$ cat src/rtl/pvs_map.vh
// timing constants for the parallel video source controller
`ifndef PVS_MAP_VH
`define PVS_MAP_VH
`define PVS_CLK_NS          100
`define PVS_RST_LOW_NS      1250
`define PVS_RST_LOW_CYC     ((`PVS_RST_LOW_NS + `PVS_CLK_NS - 1) / `PVS_CLK_NS)
`define PVS_EYE_GUARD_US    1000
`define PVS_EYE_GUARD_CYC   ((`PVS_EYE_GUARD_US * 1000 + `PVS_CLK_NS - 1) / `PVS_CLK_NS)
`define PVS_VSW_LINES       1
`define PVS_VBP_LINES       2
`define PVS_VFP_LINES       1
`define PVS_TVB_BASE        6
`define PVS_TVB_MULT        8
`define PVS_HSW_MIN         4
`define PVS_HSW_MAX         128
`define PVS_HBP_MIN         4
`define PVS_HFP_MIN         8
`endif

$ cat src/rtl/pvs_source.v
// parallel video source: drives syncs, qualifier, pixels, eye select and device reset
// Operation
// (RULE1) device_reset_n held low at least 1.25 us after start.
// (RULE2) vertical sync high for at least one whole line.
// (RULE3) at least two lines of back porch after vertical sync.
// (RULE4) at least one line of front porch before vertical sync.
// (RULE5) porches together at least 6 + 8*max(1, source/display lines).
// (RULE6) horizontal sync high between 4 and 128 pixel clocks.
// (RULE7) at least four pixel clocks from hsync to qualifier rise.
// (RULE8) at least eight pixel clocks from qualifier fall to hsync.
// (RULE9) hsync, qualifier, pixels change away from the rising pixel clock edge.
// (RULE10) eye select changes at least 1 ms before vertical sync edge.
// (RULE11) eye select stable at least 1 ms after vertical sync edge.
// (RULE12) active lines are runs of qualifier high; each counted once.
`timescale 1ns/1ns
`include "pvs_map.vh"
module pvs_source #(
    parameter PCLK_DIV      = 4,
    parameter ACT_PIX       = 64,
    parameter HSW           = 8,
    parameter HBP           = 8,
    parameter HFP           = 12,
    parameter ACT_LINES     = 16,
    parameter DISP_LINES    = 16,
    parameter VSW           = 1,
    parameter VBP           = 8,
    parameter VFP           = 8,
    parameter RST_LOW_CYC   = `PVS_RST_LOW_CYC,
    parameter EYE_GUARD_CYC = `PVS_EYE_GUARD_CYC
) (
    // clock and reset
    input  wire        CORE_CLK,
    input  wire        SRST,
    // user control
    input  wire        ENABLE,
    input  wire        STEREO,
    // device pins
    output reg         DEVICE_RESET_N,
    output reg         PIXEL_CLOCK,
    output reg         VSYNC,
    output reg         HSYNC,
    output reg         ACTIVE_PIXEL_QUALIFIER,
    output reg  [23:0] PIXEL_BUS,
    output reg         STEREO_EYE_SELECT,
    // status
    output reg         FRAME_DONE,
    output reg  [15:0] LINE_COUNT
);
    // ------------------------------------------------------------------
    // derived geometry
    // ------------------------------------------------------------------
    function integer max_of;
        input integer a;
        input integer b;
        begin
            max_of = (a > b) ? a : b;
        end
    endfunction
    function integer ceil_div;
        input integer a;
        input integer b;
        begin
            ceil_div = (a + b - 1) / b;
        end
    endfunction
    // clamp the raster values so the geometry never breaks the link timing; RST_LOW_CYC and EYE_GUARD_CYC are used unclamped
    localparam HSW_E  = (HSW < `PVS_HSW_MIN) ? `PVS_HSW_MIN :
                        ((HSW > `PVS_HSW_MAX) ? `PVS_HSW_MAX : HSW);     // [RULE6]
    localparam HBP_E  = max_of(HBP, `PVS_HBP_MIN);                      // [RULE7]
    localparam HFP_E  = max_of(HFP, `PVS_HFP_MIN);                      // [RULE8]
    localparam H_TOT  = HSW_E + HBP_E + ACT_PIX + HFP_E;
    localparam VSW_E  = max_of(VSW, `PVS_VSW_LINES);                    // [RULE2]
    localparam TVB_MN = `PVS_TVB_BASE + `PVS_TVB_MULT *
                        max_of(1, ceil_div(ACT_LINES, DISP_LINES));     // [RULE5]
    localparam VBP_A  = max_of(VBP, `PVS_VBP_LINES);                    // [RULE3]
    localparam VFP_A  = max_of(VFP, `PVS_VFP_LINES);                    // [RULE4]
    localparam VFP_E  = max_of(VFP_A, TVB_MN - VBP_A);                  // [RULE5]
    localparam V_TOT  = VSW_E + VBP_A + ACT_LINES + VFP_E;
    localparam ST_RST = 2'h0;
    localparam ST_RUN = 2'h1;
    // ------------------------------------------------------------------
    // pixel clock
    // ------------------------------------------------------------------
    wire pclk;
    wire adv;
    pvs_pix_div #(.DIV(PCLK_DIV)) u_div (
        .clk  (CORE_CLK),
        .srst (SRST),
        .pclk (pclk),
        .adv  (adv)
    );
    // ------------------------------------------------------------------
    // reset sequencing and raster
    // ------------------------------------------------------------------
    reg [1:0]  state;
    reg [23:0] rst_cnt;
    reg [15:0] hcnt;
    reg [15:0] vcnt;
    reg [23:0] eye_cnt;
    reg        eye_want;
    reg        eye_moved;
    reg        vs_prev;
    wire       h_act = (hcnt >= HSW_E + HBP_E) && (hcnt < HSW_E + HBP_E + ACT_PIX);
    wire       v_act = (vcnt >= VSW_E + VBP_A) && (vcnt < VSW_E + VBP_A + ACT_LINES);
    wire       vs_now = (vcnt < VSW_E);
    wire       last_h = (hcnt == H_TOT - 1);
    always @(posedge CORE_CLK) begin
        if (SRST) begin
            state                  <= ST_RST;
            rst_cnt                <= 24'h000000;
            hcnt                   <= 16'h0000;
            vcnt                   <= 16'h0000;
            vs_prev                <= 1'b0;
            DEVICE_RESET_N         <= 1'b0;
            PIXEL_CLOCK            <= 1'b0;
            VSYNC                  <= 1'b0;
            HSYNC                  <= 1'b0;
            ACTIVE_PIXEL_QUALIFIER <= 1'b0;
            PIXEL_BUS              <= 24'h000000;
            FRAME_DONE             <= 1'b0;
        end else begin
            PIXEL_CLOCK <= pclk;
            FRAME_DONE  <= 1'b0;
            case (state)
                ST_RST: begin
                    // hold device reset for the full low time first
                    if (rst_cnt >= RST_LOW_CYC - 1) begin          // [RULE1]
                        DEVICE_RESET_N <= 1'b1;
                        if (ENABLE)
                            state <= ST_RUN;
                    end else begin
                        rst_cnt <= rst_cnt + 24'h000001;
                    end
                end
                ST_RUN: begin
                    // outputs move on the falling pixel edge, stable at the rise
                    if (adv) begin                                  // [RULE9]
                        HSYNC                  <= (hcnt < HSW_E);   // [RULE6]
                        VSYNC                  <= vs_now;           // [RULE2]
                        ACTIVE_PIXEL_QUALIFIER <= h_act && v_act;   // [RULE12]
                        PIXEL_BUS              <= (h_act && v_act) ?
                                                  {hcnt[7:0], vcnt[7:0], 8'h5a} : 24'h000000;
                        vs_prev                <= vs_now;
                        if (last_h) begin
                            hcnt <= 16'h0000;
                            if (vcnt == V_TOT - 1) begin
                                vcnt       <= 16'h0000;
                                FRAME_DONE <= 1'b1;
                            end else begin
                                vcnt <= vcnt + 16'h0001;
                            end
                        end else begin
                            hcnt <= hcnt + 16'h0001;
                        end
                    end
                end
                default: state <= ST_RST;
            endcase
        end
    end

    // ------------------------------------------------------------------
    // status
    // ------------------------------------------------------------------
    // restart on the first active line, so the total stands past frame end
    always @(posedge CORE_CLK) begin
        if (SRST) begin
            LINE_COUNT <= 16'h0000;
        end else if (state == ST_RUN && adv && last_h && v_act) begin
            if (vcnt == VSW_E + VBP_A)
                LINE_COUNT <= 16'h0001;                             // [RULE12]
            else
                LINE_COUNT <= LINE_COUNT + 16'h0001;                // [RULE12]
        end
    end

    // ------------------------------------------------------------------
    // stereo eye select
    // ------------------------------------------------------------------
    // moves at most once per frame, at the first active line, far from
    // both vsync edges; a frame shorter than twice the guard keeps the eye
    wire eye_go = (state == ST_RUN) && !eye_moved &&
                  (eye_cnt >= EYE_GUARD_CYC) &&
                  (vcnt == VSW_E + VBP_A) &&
                  lines_left_ok(vcnt);                              // [RULE10]
    always @(posedge CORE_CLK) begin
        if (SRST) begin
            eye_cnt           <= 24'h000000;
            eye_want          <= 1'b0;
            eye_moved         <= 1'b0;
            STEREO_EYE_SELECT <= 1'b0;
        end else begin
            // stereo off holds the last eye rather than forcing a change
            eye_want <= STEREO ? ~STEREO_EYE_SELECT : STEREO_EYE_SELECT;
            // hold timer restarts on every vsync edge
            if (state == ST_RUN && adv && (vs_now != vs_prev))
                eye_cnt <= 24'h000000;                              // [RULE11]
            else if (eye_cnt != 24'hffffff)
                eye_cnt <= eye_cnt + 24'h000001;
            if (FRAME_DONE)
                eye_moved <= 1'b0;
            else if (eye_go)
                eye_moved <= 1'b1;
            if (eye_go)
                STEREO_EYE_SELECT <= eye_want;                      // [RULE11]
        end
    end

    // ------------------------------------------------------------------
    // helpers
    // ------------------------------------------------------------------
    // time left before next vsync edge must cover the setup guard
    function lines_left_ok;
        input [15:0] v;
        begin
            lines_left_ok = ((V_TOT - v) * H_TOT * PCLK_DIV) > EYE_GUARD_CYC;
        end
    endfunction
endmodule // pvs_source

$ cat src/rtl/pvs_pix_div.v
// pixel clock divider: makes the link clock and an advance pulse
`timescale 1ns/1ns
module pvs_pix_div #(
    parameter DIV = 4
) (
    input  wire clk,
    input  wire srst,
    output reg  pclk,
    output reg  adv
);
    reg [15:0] cnt;
    always @(posedge clk) begin
        if (srst) begin
            cnt  <= 16'h0000;
            pclk <= 1'b0;
            adv  <= 1'b0;
        end else begin
            adv <= 1'b0;
            if (cnt == DIV[15:0] - 16'h0001) begin
                cnt  <= 16'h0000;
                pclk <= 1'b0;
                // data changes on the falling edge, half a period before the rise
                adv  <= 1'b1;
            end else begin
                cnt <= cnt + 16'h0001;
                if (cnt == (DIV[15:0] >> 1) - 16'h0001)
                    pclk <= 1'b1;
            end
        end
    end
endmodule // pvs_pix_div

$ cat config.mk
export PLATFORM = sky130hd
export DESIGN_NAME = pvs_source
export DESIGN_NICKNAME = d
export VERILOG_FILES = /design/src/rtl/pvs_source.v /design/src/rtl/pvs_pix_div.v
export VERILOG_INCLUDE_DIRS = /design/src /design/src/rtl
export SDC_FILE = /design/constraint.sdc
export NUM_CORES = 1
export LEC_CHECK = 0
export ABC_AREA = 1
export BUFFER_PORTS_ARGS = -buffer_cell sky130_fd_sc_hd__buf_4
export CAP_MARGIN = 0
export CORE_MARGIN = 4
export CORE_UTILIZATION = 50
export DETAILED_ROUTE_END_ITERATION = 6
export PLACE_DENSITY = 0.72
export SYNTH_ARGS = -nofsm -noshare
export SYNTH_HDL_FRONTEND = slang
export SYNTH_SLANG_ARGS = --single-unit
$ cat constraint.sdc
create_clock -name CORE_CLK -period 6.1 [get_ports CORE_CLK]
set_input_delay 0.915 -clock CORE_CLK [delete_from_list [all_inputs] [get_ports CORE_CLK]]
set_output_delay 0.915 -clock CORE_CLK [all_outputs]
set_load 0.02 [all_outputs]
# ---- Word level (Yosys, flattened, before mapping)
# Index checks and enable logic that the tools add are counted.
# Widths: inputs -> output; s select.
dict set report word_totals {
  word_cells 83
  inputBits 4
  register_bits 149
  output_inout_bits 47
}
dict set report op_classes {
  eq_ne 10
  bitwise_logic 5
  mux 10
  n_lt_le_gt_ge 9
  multipliers 1
  n_addsub 7
  n_reduce_logical 22
}
# cell n
set ops {}
lappend ops {{$add 16x1->16 const B} 4}
lappend ops {{$add 24x1->24 const B} 2}
lappend ops {{$mux 16} 3}
lappend ops {{$gt 32x14->1 const B} 1}
lappend ops {{$mul 32x5->28 const B} 1}
lappend ops {{$ge 24x14->1 const B} 1}
lappend ops {{$ge 24x4->1 const B} 1}
lappend ops {{$mux 24} 1}
lappend ops {{$ne 24x24->1 const B} 1}
lappend ops {{$sub 6x16->17 const A} 1}
lappend ops {{$eq 16x1->1 const B} 1}
lappend ops {{$eq 16x2->1 const B} 1}
lappend ops {{$eq 16x4->1 const B} 1}
lappend ops {{$eq 16x6->1 const B} 1}
lappend ops {{$eq 16x7->1 const B} 1}
lappend ops {{$ge 16x4->1 const B} 1}
lappend ops {{$ge 16x5->1 const B} 1}
lappend ops {{$lt 16x1->1 const B} 1}
lappend ops {{$lt 16x4->1 const B} 1}
lappend ops {{$lt 16x5->1 const B} 1}
lappend ops {{$lt 16x7->1 const B} 1}
lappend ops {{$logic_and 1x1->1} 11}
lappend ops {{$reduce_and 2->1} 3}
lappend ops {{$reduce_and 3->1} 2}
lappend ops {{11 further kinds} 21}

# ---- Longest topological paths before layout
# Gate-level depths: netlist of the first run.
dict set report depth {
  depth_word 5
  depth_mapped 35
  mapped_depth_nobuf 35
}

# ---- Modules after synthesis
# Synthesis of the first run repeated with hierarchy kept, for this count alone.
dict set report unflattened {
  cells_unflattened 1343
  area_unflattened_um2 9422.8
}
# mod n_inst seq_area_each_um2 cells_per_inst area_per_inst_um2
set modules_own_cells {}
lappend modules_own_cells {pvs_source 1 2442.3 1211 8496.9}
lappend modules_own_cells {pvs_pix_div 1 360.3 132 925.9}

# ---- Least setup slack after synthesis of the first run
# Ideal clock, no wire load.
dict set report synth_timing {
  kind {register -> register}
  from {reg vcnt[2]}
  to {reg STEREO_EYE_SELECT}
  path_stages_with_launch 32
  path_buffers 0
  t_required_ns 5.985
  synth_period_minus_slack_ns 4.858
  arrival_time_ns 4.743
  slack_ns 1.242
  setup_time_ns 0.115
  cell_sequence {dfxtp_1 > inv_1 > ha_1 > nand3_1 > nand2_2 > inv_1 > nor3_1 > nand2_1 > nor3_1 > xor2_1 > ha_1 > inv_1 > fa_1 > inv_1 > fa_1 > ha_1 > nand2_1 > nor2_1 > and3_1 > nand2_1 > nand3_1 > nand2_1 > nor2_1 > nand2_1 > nor2_1 > nand4_1 > nor2_1 > nand2_1 > nor2_1 > nand2_1 > a21oi_1 > nor2_1}
}
dict set report synth_via {
  elab_chain_cells 4
  elab_cells_between_ends 6
  classes_between {add/sub (1); mul (1); order compare (1); eq/ne (1); reduce/logical (2)}
}
# item line
set synth_lines {}
lappend synth_lines {{start: declaration} pvs_source.v:98} ;# reg [15:0] vcnt;
lappend synth_lines {{start signal: assignment} pvs_source.v:150} ;# vcnt <= vcnt + 16'h0001;
lappend synth_lines {{$sub 6x16->17} pvs_source.v:216} ;# lines_left_ok = ((V_TOT - v) * H_TOT * PCLK_DIV) > EYE_GUARD_CYC;
lappend synth_lines {{$mul 32x5->28} pvs_source.v:216}
lappend synth_lines {{$gt 32x14->1} pvs_source.v:216}
lappend synth_lines {{$logic_and 1x1->1 (*)} pvs_source.v:184} ;# (vcnt == VSW_E + VBP_A) &&
lappend synth_lines {{end signal: assignment} pvs_source.v:205} ;# STEREO_EYE_SELECT <= eye_want;
lappend synth_lines {{end: declaration} pvs_source.v:44} ;# output reg STEREO_EYE_SELECT,
# Every way passes the cells marked *; elsewhere a longest branch is shown, timed or not.
# A chain may end at the register's enable or synchronous reset.

# ---- Worst setup path in the final report of the first run
# Ends and elaborated chain as after synthesis.

==> impl_metrics.json, run 1 <==
{
  "status": "finished clean",
  "fin_skew_ns": 0.0115,
  "grt_pass1_vias": 7404,
  "end_kind": "flop",
  "grt_pass1_wl_um": 32900,
  "finalHoldViolations": 0,
  "clk_latency_ns": 0.41,
  "yosysTopAreaCellShare_pct": 30.5,
  "routedLengthMet1_um": 9290,
  "cts.clk_slew.worst_paths_ns": 0.06,
  "n_antenna_cell": 0,
  "seq_area_mm2": 0.00280,
  "ir_drop_uv": 203,
  "min_delay_path_depth": 2,
  "cp_slowest_cell": "fa_1",
  "hpwl_um": 14700,
  "syn_to_final_growth_pct": 12.0,
  "min_to": "rst_cnt[5]",
  "cts_buffers": 17,
  "synth-seq-cells": 140,
  "synth_area_per_cell_um2": 7.12,
  "period_needed_ns": 5.46,
  "drc": 0,
  "critPathMostFrequentCell": "nand2_1",
  "synth_flop_cell": "dfxtp_1",
  "clock_path_buffers": 2,
  "grt_util_all_layers_pct": 19.0,
  "cts.sinks": 140,
  "grt_overflow": 0,
  "cts_tree": "done",
  "netlist_top_cells_area": "dfxtp_1, nand2_1, inv_1, ha_1, nor2_1",
  "core-area_mm2": 0.0180,
  "grt_antenna_before_repair": 0,
  "cts_resized": 0,
  "critPathRequiredTime_ns": 6.40,
  "fillers": 1677,
  "dpl-instance-area_mm2": 0.00967,
  "yosysMostFrequentCell": "nand2_1",
  "ios": 51,
  "fmaxAchievable_mhz": 183,
  "place_congestion": 0.874,
  "worst_slew_pin_slew_ns": 0.823,
  "critPathKind": "reg -> reg",
  "fin_cells": 1573,
  "hold_path.class": "reg -> reg",
  "cts_root_buf": "clkbuf_16",
  "fin_nets": 1419,
  "die_area_mm2": 0.0206,
  "crit_fanout": 7,
  "rsz0062_at_grt": "no",
  "period_share_pct": 89.5,
  "r2r-end": "STEREO_EYE_SELECT",
  "reg2reg_depth": 31,
  "wl_met3_um": 676,
  "ys_async_sr_fraction_pct": 0,
  "drt_iter0_markers": 380,
  "rrSetupSlack_ns": 0.64,
  "power.leakage_nw": 4.69,
  "synth_area_mm2": 0.00918,
  "reg2reg_from": "vcnt[2]",
  "ant_nets": 0,
  "synth_top_cell_by_area": "dfxtp_1",
  "cts_setup_buffers": 0,
  "top_layer_used": "met4",
  "via_per_inst": 5.08,
  "wirelength_um": 19200,
  "fin_area_mm2": 0.0103,
  "wl_met2_um": 9070,
  "row_count": 49,
  "slew-limit-headroom_pct": 45.1,
  "routedWlPerCell_um": 12.2,
  "multi_input_area_mm2": 0.00534,
  "final_layout_size_suffix_gt1_share_pct": 11.2,
  "portBuffers": 46,
  "placed_cells_incl_taps": 1541,
  "vias": 7991,
  "slowest_delay_ns": 0.43,
  "die_y_um": 144,
  "start_kind": "flop",
  "grt_max_degree": 51,
  "synth_common_cells": "nand2_1, inv_1, nor2_1, dfxtp_1, a21oi_1",
  "ctsHoldBuffers": 0,
  "fin_setup_tns_ns": 0,
  "yosysUniqueCellTypes": 52,
  "cp.arrival_ns": 5.76,
  "syn_inst": 1290,
  "min_from": "rst_cnt[5]",
  "fp.dieW_um": 144,
  "h-tree-depth": 4,
  "ys_seq_area_share_pct": 30.5,
  "dr.pass1.iters": 5,
  "maxSlewViolCount": 0,
  "ys_warn_count": 0,
  "utilization_pct": 57.0,
  "powerDensity_mw_per_mm2": 195,
  "initial_core_util_pct": 50.9,
  "synth_edf_count": 0,
  "maxCapViolCount": 0,
  "finalSetupViolations": 0,
  "whs_ns": 0.421
}
[worst max-delay path by stage]
stage | cells past startpoint | endpoint | slack, ns | from
finish | 31 | STEREO_EYE_SELECT | 0.64 | vcnt[2]
CTS | 31 | STEREO_EYE_SELECT | 0.60 | vcnt[1]
detailed placement | 31 | STEREO_EYE_SELECT | 0.63 | vcnt[1]
global placement | 28 | STEREO_EYE_SELECT | 0.74 | vcnt[2]
global route | 32 | STEREO_EYE_SELECT | 0.03 | vcnt[2]
floorplan | 31 | STEREO_EYE_SELECT | 1.24 | vcnt[2]
[layer usage]
layer	vias up	track usage [%]
li1	4199	-
met1	3640	25.7
met2	135	31.7
met3	17	3.79
met4	0	4.46
met5	-	0
[logic make-up after synthesis]
kind of cell | after synthesis | synth area share, %
AND/OR/NAND/NOR | 587 | 30.0
buffers and inverters | 264 | 11.5
AO/OA/AOI/OAI | 165 | 10.0
flip-flops | 140 | 30.5
adder cells (fa/ha/maj) | 84 | 13.2
XOR/XNOR | 49 | 4.67
other | 1 | 0.0408
[flip-flops by register name, indices dropped and copies added (netlist names), 16 cells and up]
register / flops
eye_cnt: 24
rst_cnt: 24
hcnt: 16
u_div.cnt: 16
vcnt: 16
LINE_COUNT: 16
PIXEL_BUS: 17
[metrics by stage]
step / total power, mW / setup slack (ns)
after floorplan: 0.980 / 1.24
after global placement: 0.990 / 0.741
after detailed placement: 0.990 / 0.635
after CTS: 2.03 / 0.599
after global routing: 2.08 / 0.0282
final: 2.01 / 0.640
[area by class of cell]
class                      count  share of cell area, %
timing repair buffer          49                   3.58
sequential                   140                   27.3
clock inverter                13                   1.52
clock buffer                  19                   4.31
multi-input combinational    889                   52.0
tap                          229                   2.79
inverter                     234                   8.56
[power breakdown]
part	total (mW)	internal, mW	switching, mW
registers	0.927	0.922	0.00481
clock network	1.04	0.623	0.414
logic	0.0432	0.0123	0.0309
[cell usage in the layout (no fill, tap or decap), drive strengths merged]
cell type	n
a211oi	6
a21o	3
a21oi	88
a221oi	3
a31oi	10
and2	3
and3	1
buf	49
bufinv	2
clkbuf	19
clkinv	8
clkinvlp	1
conb	4
dfxtp	140
fa	22
ha	62
inv	236
nand2	252
nand3	55
nand3b	6
nand4	26
nor2	160
nor3	46
nor3b	11
nor4	20
o211ai	1
o21a	4
o21ai	39
o21bai	9
o32ai	1
o41ai	1
or2	6
or3	1
xnor2	10
xor2	39
[critical path: cells and delay by family (launching register included)]
family,cells,cell delay [ns]
AND/OR/NAND/NOR,20,2.39
adder cells (fa/ha/maj),5,1.75
buffers and inverters,4,0.42
flip-flops,1,0.37
XOR/XNOR,1,0.29
AO/OA/AOI/OAI,1,0.13
(Power assumes the default switching activity.)
==> run 2: changes to the inputs <==
PLACE_DENSITY = unset   (was 0.72)
PLACE_DENSITY_LB_ADDON = 0.3   (was unset)
==> run 2 against run 1 <==
Effect of this change: global-route usage fell by 0.18 points; worst setup slack got worse by 0.10 ns; sequential share of layout area barely moved; clock power barely moved; flip-flop and latch count did not move; sequential power barely moved; routed wire length fell by 0.80%; clock skew fell by 0.0013 ns; core utilization barely moved; final cell count did not move; worst hold slack got worse by 0.00083 ns.
==> impl_metrics.json, run 2 (same netlist as run 1, synthesis figures left out) <==
{
  "die_area_mm2": 0.0206,
  "finalSetupViolations": 0,
  "fp.dieW_um": 144,
  "die_y_um": 144,
  "end_kind": "flop",
  "via_per_inst": 5.11,
  "crit_fanout": 7,
  "total_power_mw": 2.02,
  "whs_ns": 0.420,
  "slowest_delay_ns": 0.53,
  "rsz0062_at_grt": "no",
  "cts_tree": "done",
  "final_common_cell": "nand2_1",
  "layout_common_cells": "nand2_1, inv_1, nor2_1, dfxtp_1, a21oi_1",
  "fin_nets": 1419,
  "fin_skew_ns": 0.0102,
  "cts_root_buf": "clkbuf_16",
  "cp.arrival_ns": 5.87,
  "vias": 8031,
  "grt_antenna_before_repair": 0,
  "h-tree-depth": 4,
  "status": "finished clean",
  "fin_setup_tns_ns": 0,
  "dr.pass1.iters": 6,
  "ctsHoldBuffers": 0,
  "critPathKind": "reg -> reg",
  "cp_slowest_cell": "fa_1",
  "cts.clk_slew.worst_paths_ns": 0.07,
  "syn_to_final_growth_pct": 12.0,
  "maxCapViolCount": 0,
  "path_delay_family": "adder cells",
  "portBuffers": 46,
  "maxSlewViolCount": 0,
  "core-area_mm2": 0.0180,
  "wirelength_um": 19100,
  "hpwl_um": 14600,
  "slew-limit-headroom_pct": 43.5,
  "top_regs": "eye_cnt (24), rst_cnt (24), PIXEL_BUS (17)",
  "critPathRequiredTime_ns": 6.41,
  "finalHoldViolations": 0,
  "grt_max_degree": 51,
  "grt_pass1_vias": 7420,
  "ir_drop_uv": 215,
  "period_needed_ns": 5.56,
  "routedWlPerCell_um": 12.1,
  "final_layout_size_suffix_gt1_share_pct": 11.2,
  "power.leakage_nw": 4.69,
  "worst_slew_pin_slew_ns": 0.845,
  "grt_util_all_layers_pct": 18.9,
  "clk_latency_ns": 0.42,
  "fin_area_mm2": 0.0103,
  "initial_core_util_pct": 50.9,
  "drc": 0,
  "ios": 51,
  "period_share_pct": 91.2,
  "critPathMostFrequentCell": "nand2_1",
  "dpl-instance-area_mm2": 0.00967,
  "hold_path.class": "reg -> reg",
  "ant_nets": 0,
  "cts_buffers": 17,
  "cts_setup_buffers": 0,
  "cts_resized": 0,
  "cts.sinks": 140,
  "fmaxAchievable_mhz": 180,
  "grt_overflow": 0,
  "place_congestion": 0.882,
  "path_buf_inv": 4,
  "clock_path_buffers": 2,
  "drt_iter0_markers": 428,
  "start_kind": "flop",
  "grt_pass1_wl_um": 32600,
  "n_antenna_cell": 0,
  "powerDensity_mw_per_mm2": 197,
  "row_count": 49
}
-- run 2: layout make-up --
type	count	area (µm²)
repair buffers	49	368
flip-flops and latches	140	2800
clock inverters	13	155
clock buffers	19	453
inverters	234	880
well taps	229	287
multi-input cells	889	5340
fillers	1688	7740
-- run 2: where the power goes --
group          total (mW)  internal, mW  switching (mW)
clock network        1.06         0.634           0.421
registers           0.927         0.922         0.00469
logic              0.0425        0.0123          0.0302
-- run 2: per-stage QoR --
stage	setup WS, ns	cells	util [%]
after floorplan	1.24	1293	-
after global placement	0.745	1541	53.7
after detailed placement	0.568	1541	53.7
after CTS	0.523	1573	57.0
after global routing	0.0570	1573	57.0
final	0.539	1573	57.0
-- run 2: worst paths after layout --
kind | from | end | cells past startpoint | slack [ns]
min reg2reg | rst_cnt[21] | rst_cnt[21] | 2 | 0.42
max reg2reg | vcnt[2] | STEREO_EYE_SELECT | 28 | 0.54
min | rst_cnt[21] | rst_cnt[21] | 2 | 0.42
max | vcnt[2] | STEREO_EYE_SELECT | 28 | 0.54
-- run 2: routing by layer --
metal	part of all wire, %	wire [µm]	track usage, %	vias up
met1	48	9200	25.4	3649
li1	-	-	-	4202
met2	46	8780	30.9	150
met4	1.8	335	5.65	0
met3	4.1	775	3.69	30
met5	0	0	0	-
-- run 2: tightest hold or removal path, cell delays in order (launching register included) --
cell,delay (ns)
dfxtp_1,0.31
inv_1,0.05
nor2_1,0.03
==> run 3: changes to the inputs <==
CORE_UTILIZATION = 45   (was 50)
==> run 3 against run 2 <==
Effect of this change: clock skew shrank 0.00067 ns; critical path depth is 4 higher; sequential power about the same; critical path type unchanged; largest cell class unchanged; largest power group unchanged; highest routed layer unchanged.
==> impl_metrics.json, run 3 (same netlist as run 1, synthesis figures left out) <==
{
  "wirelength_um": 18900,
  "syn_to_final_growth_pct": 12.4,
  "rrSetupSlack_ns": 0.67,
  "ctsHoldBuffers": 0,
  "routedWlPerCell_um": 11.7,
  "cts.sinks": 140,
  "cp_slowest_cell": "fa_1",
  "switching_share_pct": 23.8,
  "row_count": 51,
  "path_delay_family": "simple AND/OR/NAND/NOR gates",
  "critPathKind": "reg -> reg",
  "power.internal_mw": 1.52,
  "powerDensity_mw_per_mm2": 193,
  "final_layout_size_suffix_gt1_share_pct": 11.2,
  "fmaxAchievable_mhz": 184,
  "whs_ns": 0.420,
  "n_antenna_cell": 0,
  "fin_setup_tns_ns": 0,
  "drc": 0,
  "cts_buffers": 17,
  "drt_iter0_markers": 385,
  "core-area_mm2": 0.0198,
  "rsz0062_at_grt": "no",
  "fin_area_mm2": 0.0103,
  "grt_overflow": 0,
  "share_seq_of_total_power_pct": 46.5,
  "ant_nets": 0,
  "vias": 7977,
  "dr.pass1.iters": 5,
  "critPathRequiredTime_ns": 6.46,
  "clockPowerShare_pct": 51.3,
  "grt_pass1_vias": 7329,
  "hold_path.class": "reg -> reg",
  "end_kind": "flop",
  "hpwl_um": 14600,
  "grt_antenna_before_repair": 0,
  "die_area_mm2": 0.0227,
  "grt_util_all_layers_pct": 17.0,
  "status": "finished clean",
  "period_share_pct": 89.0,
  "cts.clk_slew.worst_paths_ns": 0.07,
  "fillers": 1926,
  "start_kind": "flop",
  "slew-limit-headroom_pct": 42.4,
  "cts_setup_buffers": 0,
  "switchingPower_mw": 0.474,
  "portBuffers": 46,
  "period_needed_ns": 5.43,
  "path_buf_inv": 4,
  "cts_tree": "done",
  "cp.arrival_ns": 5.79,
  "via_per_inst": 4.96,
  "cts_resized": 0,
  "clk_latency_ns": 0.42,
  "maxSlewViolCount": 0,
  "final_common_cell": "nand2_1",
  "critPathMostFrequentCell": "nand2_1",
  "finalHoldViolations": 0,
  "worst_slew_pin_slew_ns": 0.864,
  "cts_root_buf": "clkbuf_16",
  "setup_slack_ns": 0.672,
  "top_regs": "eye_cnt (24), rst_cnt (24), PIXEL_BUS (17)",
  "ios": 51,
  "die_y_um": 151,
  "layout_common_cells": "nand2_1, inv_1, nor2_1, dfxtp_1, a21oi_1",
  "fp.dieW_um": 151,
  "grt_pass1_wl_um": 32500,
  "initial_core_util_pct": 46.4,
  "place_congestion": 0.864,
  "dpl-instance-area_mm2": 0.00972,
  "dp_slack_ns": 0.641,
  "fin_skew_ns": 0.00952,
  "clock_path_buffers": 2,
  "power.leakage_nw": 4.68,
  "fin_nets": 1419,
  "finalSetupViolations": 0,
  "ir_drop_uv": 164,
  "grt_max_degree": 51,
  "maxCapViolCount": 0,
  "h-tree-depth": 4,
  "slowest_delay_ns": 0.42,
  "crit_fanout": 7,
  "p_comb_share_pct": 2.2
}
==> run 3: cell types whose count changed in the layout (fill, tap and decap cells not counted) <==
| cell | previous run | this run |
|---|---|---|
| clkbuf_8 | 2 | 0 |
| clkinv_8 | 0 | 2 |
| inv_8 | 2 | 4 |
| bufinv_16 | 2 | 1 |
| clkinv_2 | 2 | 1 |
==> run 3: worst paths after layout <==
check                      end  cells past startpoint         from
max          STEREO_EYE_SELECT                     32      vcnt[2]
min                rst_cnt[19]                      2  rst_cnt[19]
max reg2reg  STEREO_EYE_SELECT                     32      vcnt[2]
min reg2reg        rst_cnt[19]                      2  rst_cnt[19]
==> run 3: layout make-up <==
type                            instances  area (µm²)  share of cell area [%]
Clock buffer                           17         425                    4.12
Clock inverter                         15         175                    1.70
Inverter                              234         880                    8.52
Multi-Input combinational cell        889        5340                    51.7
Sequential cell                       140        2800                    27.2
Tap cell                              265         332                    3.21
Timing Repair Buffer                   49         368                    3.56
==> run 3: worst register-to-register path: cells and delay by family, from the launching register on <==
family / cells / cell delay, ns
flops: 1 / 0.37
buf+inv: 4 / 0.41
xor+xnor: 1 / 0.39
fa+ha+maj: 5 / 1.76
simple gates: 22 / 2.45
==> run 3: power groups by stage <==
stage	logic, mW	registers [mW]	clock network (mW)
6_report	0.0432	0.926	1.02
5_1_grt	0.0504	0.927	1.09
4_1_cts	0.0438	0.926	1.04
3_5_place_dp	0.0436	0.947	0
3_3_place_gp	0.0434	0.947	0
2_1_floorplan	0.0337	0.947	0
==> run 3: routing by layer <==
layer  wire (µm)  GRT usage [%]  vias to the layer above  part of all wire (%)
li1            -              -                     4203                     -
met1        9320           23.3                     3647                    49
met2        8770           27.7                      110                    46
met3         598           3.26                       17                   3.2
met4         180           4.26                        0                  0.95
met5           0              0                        -                     0
==> run 3: through the flow <==
| stage | std cells | total power [mW] | utilization [%] |
|---|---|---|---|
| after CTS | 1609 | 2.01 | 52.2 |
| after global routing | 1609 | 2.06 | 52.2 |
| final | 1609 | 1.99 | 52.2 |
| after floorplan | 1293 | 0.980 | - |
| after detailed placement | 1577 | 0.991 | 49.1 |
| after global placement | 1577 | 0.990 | 49.1 |
